$ cat config.mk
export PLATFORM = sky130hd
export DESIGN_NAME = wdk_watchdog
export DESIGN_NICKNAME = d
export VERILOG_FILES = /design/src/wdk_pkg.sv /design/src/wdk_key_lock.sv /design/src/wdk_watchdog.sv
export SDC_FILE = /design/constraint.sdc
export NUM_CORES = 1
export LEC_CHECK = 0
export ABC_AREA = 1
export BUFFER_PORTS_ARGS = -buffer_cell sky130_fd_sc_hd__buf_2
export CORE_MARGIN = 2
export CORE_UTILIZATION = 30
export CTS_CLUSTER_SIZE = 12
export DETAILED_ROUTE_END_ITERATION = 16
export HOLD_SLACK_MARGIN = 0.02
export PLACE_DENSITY_LB_ADDON = 0.12
export SETUP_SLACK_MARGIN = 0.2
export SYNTH_ARGS = -nofsm -noshare
export SYNTH_HDL_FRONTEND = slang
export SYNTH_SLANG_ARGS = --single-unit
$ cat constraint.sdc
create_clock -name clock -period 2.45 [get_ports clock]
set_input_delay 0.245 -clock clock [delete_from_list [all_inputs] [get_ports clock]]
set_output_delay 0.245 -clock clock [all_outputs]
set_load 0.005 [all_outputs]
$ cat src/wdk_pkg.sv
// Constants shared by the watchdog with key lock
`default_nettype none
package wdk_pkg;
   // Register addresses on the special function register bus
   localparam logic [7:0] KEY_ADDR = 8'h97;
   localparam logic [7:0] CTRL_ADDR = 8'h9F;
   // Control register field positions
   localparam int ENABLE_BIT = 7;
   localparam int RESTART_BIT = 5;
   localparam int SELECT_MSB = 2;
   localparam int SELECT_LSB = 0;
   // Reset values
   localparam logic [7:0] KEY_RESET = 8'h00;
   localparam logic [7:0] CTRL_RESET = 8'h00;
   localparam logic [15:0] COUNT_RESET = 16'h0000;
   // Key values of the unlock and lock sequences
   localparam logic [7:0] KEY_FIRST = 8'h1E;
   localparam logic [7:0] KEY_SECOND = 8'hE1;
   // Counter and timing figures
   localparam int COUNT_WIDTH = 16;
   localparam logic [16:0] DIVIDER_BASE = 17'h00080;
   localparam int RC_NOMINAL_KHZ = 250;
   localparam int SHORTEST_PERIOD_US = 2048;
   localparam int LONGEST_PERIOD_US = 262144;
   localparam int SHORTEST_PERIOD_TICKS = SHORTEST_PERIOD_US * RC_NOMINAL_KHZ / 1000;
   // Key lock states
   typedef enum logic [1:0] {
      wdk_locked, wdk_locked_first, wdk_open, wdk_open_first
   } wdk_lock_state_type;
endpackage
`default_nettype wire

$ cat src/wdk_key_lock.sv
// Key sequence detector that grants and revokes control register write access
`default_nettype none
module wdk_key_lock (
   // Clock and reset
   input wire logic clock,
   input wire logic reset,
   // Key register writes
   input wire logic key_write,
   input wire logic [7:0] key_value,
   // Write access state
   output logic unlocked
);
   wdk_pkg::wdk_lock_state_type state;
   wdk_pkg::wdk_lock_state_type next_state;

   // Next state of the key sequence
   always_comb begin
      next_state = state;
      if (key_write) begin
         case (state)
            wdk_pkg::wdk_locked: begin
               if (key_value == wdk_pkg::KEY_FIRST) next_state = wdk_pkg::wdk_locked_first;
            end
            wdk_pkg::wdk_locked_first: begin
               if (key_value == wdk_pkg::KEY_SECOND) begin
                  next_state = wdk_pkg::wdk_open;
               end else if (key_value == wdk_pkg::KEY_FIRST) begin
                  next_state = wdk_pkg::wdk_locked_first;
               end else begin
                  next_state = wdk_pkg::wdk_locked;
               end
            end
            wdk_pkg::wdk_open: begin
               if (key_value == wdk_pkg::KEY_SECOND) next_state = wdk_pkg::wdk_open_first;
            end
            wdk_pkg::wdk_open_first: begin
               if (key_value == wdk_pkg::KEY_FIRST) begin
                  next_state = wdk_pkg::wdk_locked;
               end else if (key_value == wdk_pkg::KEY_SECOND) begin
                  next_state = wdk_pkg::wdk_open_first;
               end else begin
                  next_state = wdk_pkg::wdk_open;
               end
            end
            default: begin
               next_state = wdk_pkg::wdk_locked;
            end
         endcase
      end
   end

   // State register
   always_ff @(posedge clock or posedge reset) begin
      if (reset) begin
         state <= wdk_pkg::wdk_locked;
         unlocked <= 1'b0;
      end else begin
         state <= next_state;
         unlocked <= (next_state == wdk_pkg::wdk_open) || (next_state == wdk_pkg::wdk_open_first);
      end
   end
endmodule
`default_nettype wire

$ cat src/wdk_watchdog.sv
// Watchdog timer with key-locked control register
// Summary of operation
// - A 16-bit up-counter overflows and then requests a whole-chip reset.
// - The counter advances on the independent roughly 250 kHz RC oscillator.
// - Control writes only take effect after key writes 1Eh then E1h.
// - Key writes E1h then 1Eh return the control register to read-only.
// - Control bit 7 enables counting on the RC oscillator.
// - Writing 1 to control bit 5 zeroes and restarts the counter.
// - Any reset, external or watchdog, clears the enable bit.
// - A watchdog overflow sets the reset-cause flag.
// - Select codes 000 to 111 pick dividers 128 down to 1.
// - Overflow periods double per code, 2.048 ms to 262.144 ms.
// - A watchdog reset restarts the program like a power-on reset.
`default_nettype none
module wdk_watchdog (
   // Clock and reset
   input wire logic clock,
   input wire logic reset,
   // Oscillator input from the RC oscillator pin
   input wire logic rc_osc_clock,
   // Special function register bus
   input wire logic [7:0] sfr_address,
   input wire logic sfr_write,
   input wire logic [7:0] sfr_write_data,
   output logic [7:0] sfr_read_data,
   // Reset cause flag clear from the system configuration register
   input wire logic cause_flag_clear,
   // Outputs to the reset controller and system configuration
   output logic chip_reset_request,
   output logic watchdog_reset_cause_flag
);
   // Counter step for a timeout select code
   function automatic logic [16:0] step_for_select(input logic [2:0] select);
      step_for_select = wdk_pkg::DIVIDER_BASE >> select;
   endfunction

   logic rc_meta;
   logic rc_sync;
   logic rc_last;
   logic [7:0] watchdog_unlock_key;
   logic watchdog_run_enable;
   logic [2:0] timeout_select;
   logic restart_pending;
   logic [15:0] count;
   logic unlocked;
   logic rc_tick;
   logic [16:0] sum;
   logic overflow;
   logic key_write;
   logic ctrl_write;
   logic [7:0] next_key;
   logic next_enable;
   logic [2:0] next_select;
   logic next_restart;
   logic [15:0] next_count;
   logic next_reset_request;
   logic next_cause_flag;
   logic [7:0] next_read_data;

   // Key sequence detector
   wdk_key_lock key_lock (
      .clock(clock),
      .reset(reset),
      .key_write(key_write),
      .key_value(sfr_write_data),
      .unlocked(unlocked)
   );

   // Address decode and oscillator edge detection
   assign key_write = sfr_write && (sfr_address == wdk_pkg::KEY_ADDR);
   assign ctrl_write = sfr_write && (sfr_address == wdk_pkg::CTRL_ADDR) && unlocked;
   assign rc_tick = rc_sync && !rc_last;
   assign sum = {1'b0, count} + step_for_select(timeout_select);
   assign overflow = watchdog_run_enable && rc_tick && !restart_pending && sum[16];

   // Next values of the register file, counter and reset outputs
   always_comb begin
      next_key = watchdog_unlock_key;
      next_enable = watchdog_run_enable;
      next_select = timeout_select;
      next_restart = 1'b0;
      next_count = count;
      next_reset_request = overflow;
      next_cause_flag = watchdog_reset_cause_flag;
      if (key_write) begin
         next_key = sfr_write_data;
      end
      if (ctrl_write) begin
         next_enable = sfr_write_data[wdk_pkg::ENABLE_BIT];
         next_select = sfr_write_data[wdk_pkg::SELECT_MSB:wdk_pkg::SELECT_LSB];
         next_restart = sfr_write_data[wdk_pkg::RESTART_BIT];
      end
      if (!watchdog_run_enable || restart_pending) begin
         next_count = wdk_pkg::COUNT_RESET;
      end else if (rc_tick) begin
         next_count = sum[15:0];
      end
      if (cause_flag_clear) begin
         next_cause_flag = 1'b0;
      end
      if (overflow) begin
         next_enable = 1'b0;
         next_count = wdk_pkg::COUNT_RESET;
         next_cause_flag = 1'b1;
      end
      next_read_data = 8'h00;
      if (sfr_address == wdk_pkg::KEY_ADDR) begin
         next_read_data = next_key;
      end else if (sfr_address == wdk_pkg::CTRL_ADDR) begin
         next_read_data[wdk_pkg::ENABLE_BIT] = next_enable;
         next_read_data[wdk_pkg::SELECT_MSB:wdk_pkg::SELECT_LSB] = next_select;
      end
   end

   // Registers; the oscillator pin passes two flip-flops first
   always_ff @(posedge clock or posedge reset) begin
      if (reset) begin
         rc_meta <= 1'b0;
         rc_sync <= 1'b0;
         rc_last <= 1'b0;
         watchdog_unlock_key <= wdk_pkg::KEY_RESET;
         watchdog_run_enable <= wdk_pkg::CTRL_RESET[wdk_pkg::ENABLE_BIT];
         timeout_select <= wdk_pkg::CTRL_RESET[wdk_pkg::SELECT_MSB:wdk_pkg::SELECT_LSB];
         restart_pending <= 1'b0;
         count <= wdk_pkg::COUNT_RESET;
         chip_reset_request <= 1'b0;
         watchdog_reset_cause_flag <= 1'b0;
         sfr_read_data <= 8'h00;
      end else begin
         rc_meta <= rc_osc_clock;
         rc_sync <= rc_meta;
         rc_last <= rc_sync;
         watchdog_unlock_key <= next_key;
         watchdog_run_enable <= next_enable;
         timeout_select <= next_select;
         restart_pending <= next_restart;
         count <= next_count;
         chip_reset_request <= next_reset_request;
         watchdog_reset_cause_flag <= next_cause_flag;
         sfr_read_data <= next_read_data;
      end
   end
endmodule
`default_nettype wire

# Word level (Yosys, flattened, before mapping)
# Cells that the tools add are included.
[classes]
shifts = 1
n_eq_ne = 9
n_addsub = 1
muxes = 23
reduce_logical = 15
[ops]
columns = ["operator", "n"]
rows = [
  ["two-way mux 16 bit", 3],
  ["== test 8 bit, second input constant", 3],
  ["adder 16 x 17 -> 17 bit", 1],
  [">> shifter 8 x 3 -> 17 bit, first input constant", 1],
  ["two-way mux 2 bit", 5],
  ["two-way mux 1 bit", 9],
  ["two-way mux 3 bit", 3],
  ["== test 2 bit, second input constant", 4],
  ["== test 8 x 5 -> 1 bit, second input constant", 1],
  ["two-way mux 8 bit", 1],
  ["one-hot mux 2 bit (4 select lines)", 1],
  ["logical AND 1 bit", 7],
  ["two-way mux 4 bit", 1],
  ["logical NOT 1 bit", 3],
  ["nonzero test 3 bit", 1],
  ["== test 2 x 1 -> 1 bit, second input constant", 1],
  ["logical NOT 2 bit", 1],
  ["logical OR 1 bit", 2],
  ["nonzero test 2 bit", 1],
]
[totals]
out_inout_bits = 10
in_bits = 21
wordCells = 62
reg_bits = 45

# Depth between registers and ports, before layout
[logic_depth]
depth_word = 8
mapped_depth = 15
mapped_depth_nobuf = 15

# Hierarchy
# A second synthesis with hierarchy kept.
[hier_totals]
cells_unflattened = 367
area_unflattened_um2 = 2643.8
[modules_own_cells]
columns = ["module", "cells_per_inst", "seq_area_each_um2", "area_per_inst_um2", "instances"]
rows = [
  ["wdk_watchdog", 323, 1051.0, 2404.8, 1],
  ["wdk_key_lock", 44, 75.1, 239.0, 1],
]

# Least setup slack after synthesis
# Ideal clock, no wire load.
[synth_timing]
path_kind = "reg-to-reg"
start = "register timeout_select[1]"
end = "register count[14]"
t_required_ns = 2.333
setup_ns = 0.117
synth_period_minus_slack_ns = 2.003
path_buffers = 0
stages_incl_launch_ff = 16
setup_slack_ns = 0.447
t_arrival_ns = 1.886
cell_sequence = "dfrtp_1 inv_1 nor3_1 ha_1 inv_1 fa_1 inv_1 nand2_1 nand2_1 nand3_1 nand3_1 nand2_1 nand2_1 nand2_1 nand3_1 nand2_1"
[synth_via]
elab_chain_len = 5
word_cells_on_any_way = 7
classes_between = "1 x add/sub; 1 x shift; 3 x mux; 2 x reduce/logical"
[synth_lines]
columns = ["item", "line_no", "source"]
rows = [
  ["start: declaration", "wdk_watchdog.sv:42", "logic [2:0] timeout_select;"],
  ["start signal: assignment", "wdk_watchdog.sv:123", "timeout_select <= wdk_pkg::CTRL_RESET[wdk_pkg::SELECT_MSB:wdk_pkg::SELECT_LSB];"],
  ["start signal: assignment", "wdk_watchdog.sv:135", "timeout_select <= next_select;"],
  [">> shifter 8 x 3 -> 17 bit *", "wdk_watchdog.sv:34", "step_for_select = wdk_pkg::DIVIDER_BASE >> select;"],
  ["adder 16 x 17 -> 17 bit *", "wdk_watchdog.sv:73", "assign sum = {1'b0, count} + step_for_select(timeout_select);"],
  ["two-way mux 16 bit", "wdk_watchdog.sv:95", "end else if (rc_tick) begin"],
  ["two-way mux 16 bit", "wdk_watchdog.sv:93", "if (!watchdog_run_enable || restart_pending) begin"],
  ["two-way mux 16 bit", "wdk_watchdog.sv:101", "if (overflow) begin"],
  ["end signal: assignment", "wdk_watchdog.sv:125", "count <= wdk_pkg::COUNT_RESET;"],
  ["end signal: assignment", "wdk_watchdog.sv:137", "count <= next_count;"],
  ["end: declaration", "wdk_watchdog.sv:44", "logic [15:0] count;"],
]
# Mark *: on every way between the ends. The rest lies on a longest branch, timed or not. The select of a mux whose other input is x is not followed.
# A chain may end at the register's enable or synchronous reset.

# Worst setup path after layout
# Same ends and word-level chain as after synthesis.

==> impl_metrics.yaml <==
run_status:
  status: "completed"
grt:
  grt_pass1_vias: 2190
  grt_max_degree: 18
  grt_pass1_wl_um: 9980
  track_usage: 0.138
  antenna_found_initial: 0
  gr-total-overflow: 0
floorplanning:
  rows: 33
  dieWidth_um: 96.5
  io_pins: 31
  core-area_um2: 8260
  start_util: 0.311
  dieArea_um2: 9310
  die_h_um: 96.5
synth:
  yosys.area.top_type_share: 0.439
  synth_top_cell_by_area: "dfrtp_1"
  synthArstFlopShare: 1.00
  netlist_top_cells_area: "dfrtp_1 44%, nand2_1 17%, inv_1 7.2%"
  synth_flop_cell: "dfrtp_1"
  synth_fp_nets: 367
  synth_enable_flop_cells: 0
  synth_common_cells: "118 x nand2_1, 49 x inv_1, 45 x dfrtp_1"
  synthCells: 337
  ys_types: 32
  synth-seq-cells: 45
  syn_area_per_cell_um2: 7.61
  yosysSeqAreaShare: 0.439
  synthesis.area_um2: 2570
  yosys_warnings: 0
  synth_most_common_cell: "nand2_1"
run:
  cap_violations: 0
timing:
  post-route-period-util: 0.871
  finalSetupTns_ns: 0
  setup_violations: 0
  fin_hold_ws_ns: 0.0391
  slew_violations: 0
  period_needed_ns: 2.13
  timing.fmax_mhz: 469
  rsz0062_at_grt: "yes"
  worst_clock_skew_ns: 0.00924
  tightest_slew_ns: 0.402
  hold_viol: 0
  relSlewSlack: 0.731
critical_path:
  cpMostUsedCell: "nand2_1"
  startpoint: "timeout_select[1]"
  worst-endpoint-required_ns: 2.66
  cp_slowest_cell: "dfrtp_1"
  critPathCaptureType: "flip-flop"
  ff2ff_path_depth: 15
  critPathKind: "reg -> reg"
  r2r-start: "timeout_select[1]"
  crit_buf_inv: 3
  crit_fanout: 5
  arrival_ns: 2.34
  worst-path-stages: 15
  slowest_delay_ns: 0.43
  path_cells: "inv_2 > nor3_2 > ha_2 > inv_1 > fa_2 > inv_1 > nand2_1 > nand2_2 > nand3_1 > nand3_1 > nand2_1 > nand2_1 > nand2_1 > nand3_1 > nand2_1"
  critPathLaunchType: "flip-flop"
  critical_path.top_delay_family: "simple AND/OR/NAND/NOR gates"
route:
  dr.pass1.iters: 4
  drt_iter0_drc: 53
  ant_nets: 0
  via_count: 2174
  route.detailed.drc: 0
  vias_per_cell: 4.44
  wire_per_inst_um: 11.7
  routed_wl_um: 5740
cts:
  cts_buffers: 5
  clkSinkCount: 45
  worstSkewPairLatency_ns: 0.31
  cts_root_buf: "clkbuf_8"
  htreeDepth: 2
  cts.clk_slew.worst_paths_ns: 0.10
  clock_path_buffers: 2
  cts_tree: "yes"
place:
  numPortBuffers: 30
  globalplace.congestion: 0.773
  dp_hpwl_um: 4380
  post_dp_cell_area_um2: 2850
pwr:
  p_per_area_nw_per_um2: 455
  ir_drop_v: 0.000285
  p_leak_nw: 1.63
layout:
  drive_above_1_share: 0.231
  layout.nets: 414
  area_growth_pct: 22.2
  antenna_cells: 0
  final_area_um2: 3140
min_path:
  hp-class: "in -> reg"
  min-delay-start: "rc_osc_clock"
  whs_path_depth: 1
==> area by class of cell <==
| type | instances | area [um2] |
|---|---|---|
| tap | 105 | 131 |
| clock inverter | 3 | 50.0 |
| inverter | 53 | 206 |
| timing repair buffer | 42 | 243 |
| multi-input combinational | 237 | 1310 |
| clock buffer | 5 | 68.8 |
| sequential | 45 | 1130 |
| fill | 869 | 5120 |
==> layer usage <==
layer	track usage	share of wire	wire [um]
met1	0.177	0.47	2700
met2	0.239	0.49	2830
met3	0.0240	0.027	155
met4	0.0387	0.0094	54
met5	0	0	0
==> through the flow <==
| step | utilization | cells | power (mW) | setup WS, ns |
|---|---|---|---|---|
| after floorplan | - | 337 | 0.801 | 0.447 |
| after global placement | 0.346 | 473 | 0.835 | 0.217 |
| after detailed placement | 0.346 | 473 | 0.835 | 0.153 |
| after CTS | 0.364 | 484 | 1.45 | 0.202 |
| after global routing | 0.380 | 490 | 1.49 | 0.147 |
| final | 0.380 | 490 | 1.43 | 0.316 |
==> what timing repair did <==
action	CTS	global route
endpoints found under the setup margin	11	19
hold buffers	1	0
resized for setup	2	22
endpoints found under the hold margin	13	0
setup buffers	2	6
pin swaps	0	9
==> placed cells by master, fill, tap and decap left out, types with 2 or more instances in the layout <==
master	n
nand2_1	115
inv_1	45
dfrtp_1	43
buf_2	30
nand3_1	23
nor2_1	19
buf_4	11
o21ai_0	9
nor3_2	7
nor3_1	7
inv_2	6
nand4_1	6
ha_1	6
a21oi_1	5
clkbuf_8	5
nand3_2	4
o21ai_1	4
nand2_2	3
xor2_1	3
and2_1	3
xnor2_1	3
a21oi_4	2
nand2_4	2
o22ai_1	2
clkinv_4	2
nor3_4	2
o21ai_2	2
a21oi_2	2
dfrtp_2	2
==> sequential cells by signal (all words and copies together) (netlist names) <==
register / cells
chip_reset_request: 1
count: 16
key_lock.state: 2
key_lock.unlocked: 1
rc_last: 1
rc_meta: 1
rc_sync: 1
restart_pending: 1
sfr_read_data: 8
timeout_select: 3
watchdog_reset_cause_flag: 1
watchdog_run_enable: 1
watchdog_unlock_key: 8
==> final timing paths <==
check | end | slack [ns]
worst max-delay path | count[14] | 0.32
worst min-delay path | rc_meta | 0.04
worst max register to register | count[14] | 0.32
worst min register to register | rc_sync | 0.37
max in group asynchronous | count[5] | 1.48
min in group asynchronous | watchdog_unlock_key[4] | 0.42
==> kinds of logic after synthesis <==
family                   Yosys count  share of synthesized area
AND/OR/NAND/NOR                  195                      0.338
buffers and inverters             55                     0.0858
XOR/XNOR                           6                     0.0205
AO/OA/AOI/OAI                     27                     0.0702
adder cells (fa/ha/maj)            9                     0.0468
flip-flops                        45                      0.439
==> worst register-to-register path, delay by kind of cell, from the launching register on <==
family | cells | cell delay [ns]
buf+inv | 3 | 0.20
flops | 1 | 0.43
simple gates | 10 | 0.91
fa+ha+maj | 2 | 0.53
==> where the power goes <==
| group | total, mW | switching (mW) | internal (mW) |
|---|---|---|---|
| clock | 0.607 | 0.294 | 0.313 |
| combinational | 0.0644 | 0.0419 | 0.0225 |
| sequential | 0.755 | 0.00270 | 0.752 |
No activity file was read; power rests on OpenSTA's default activity.
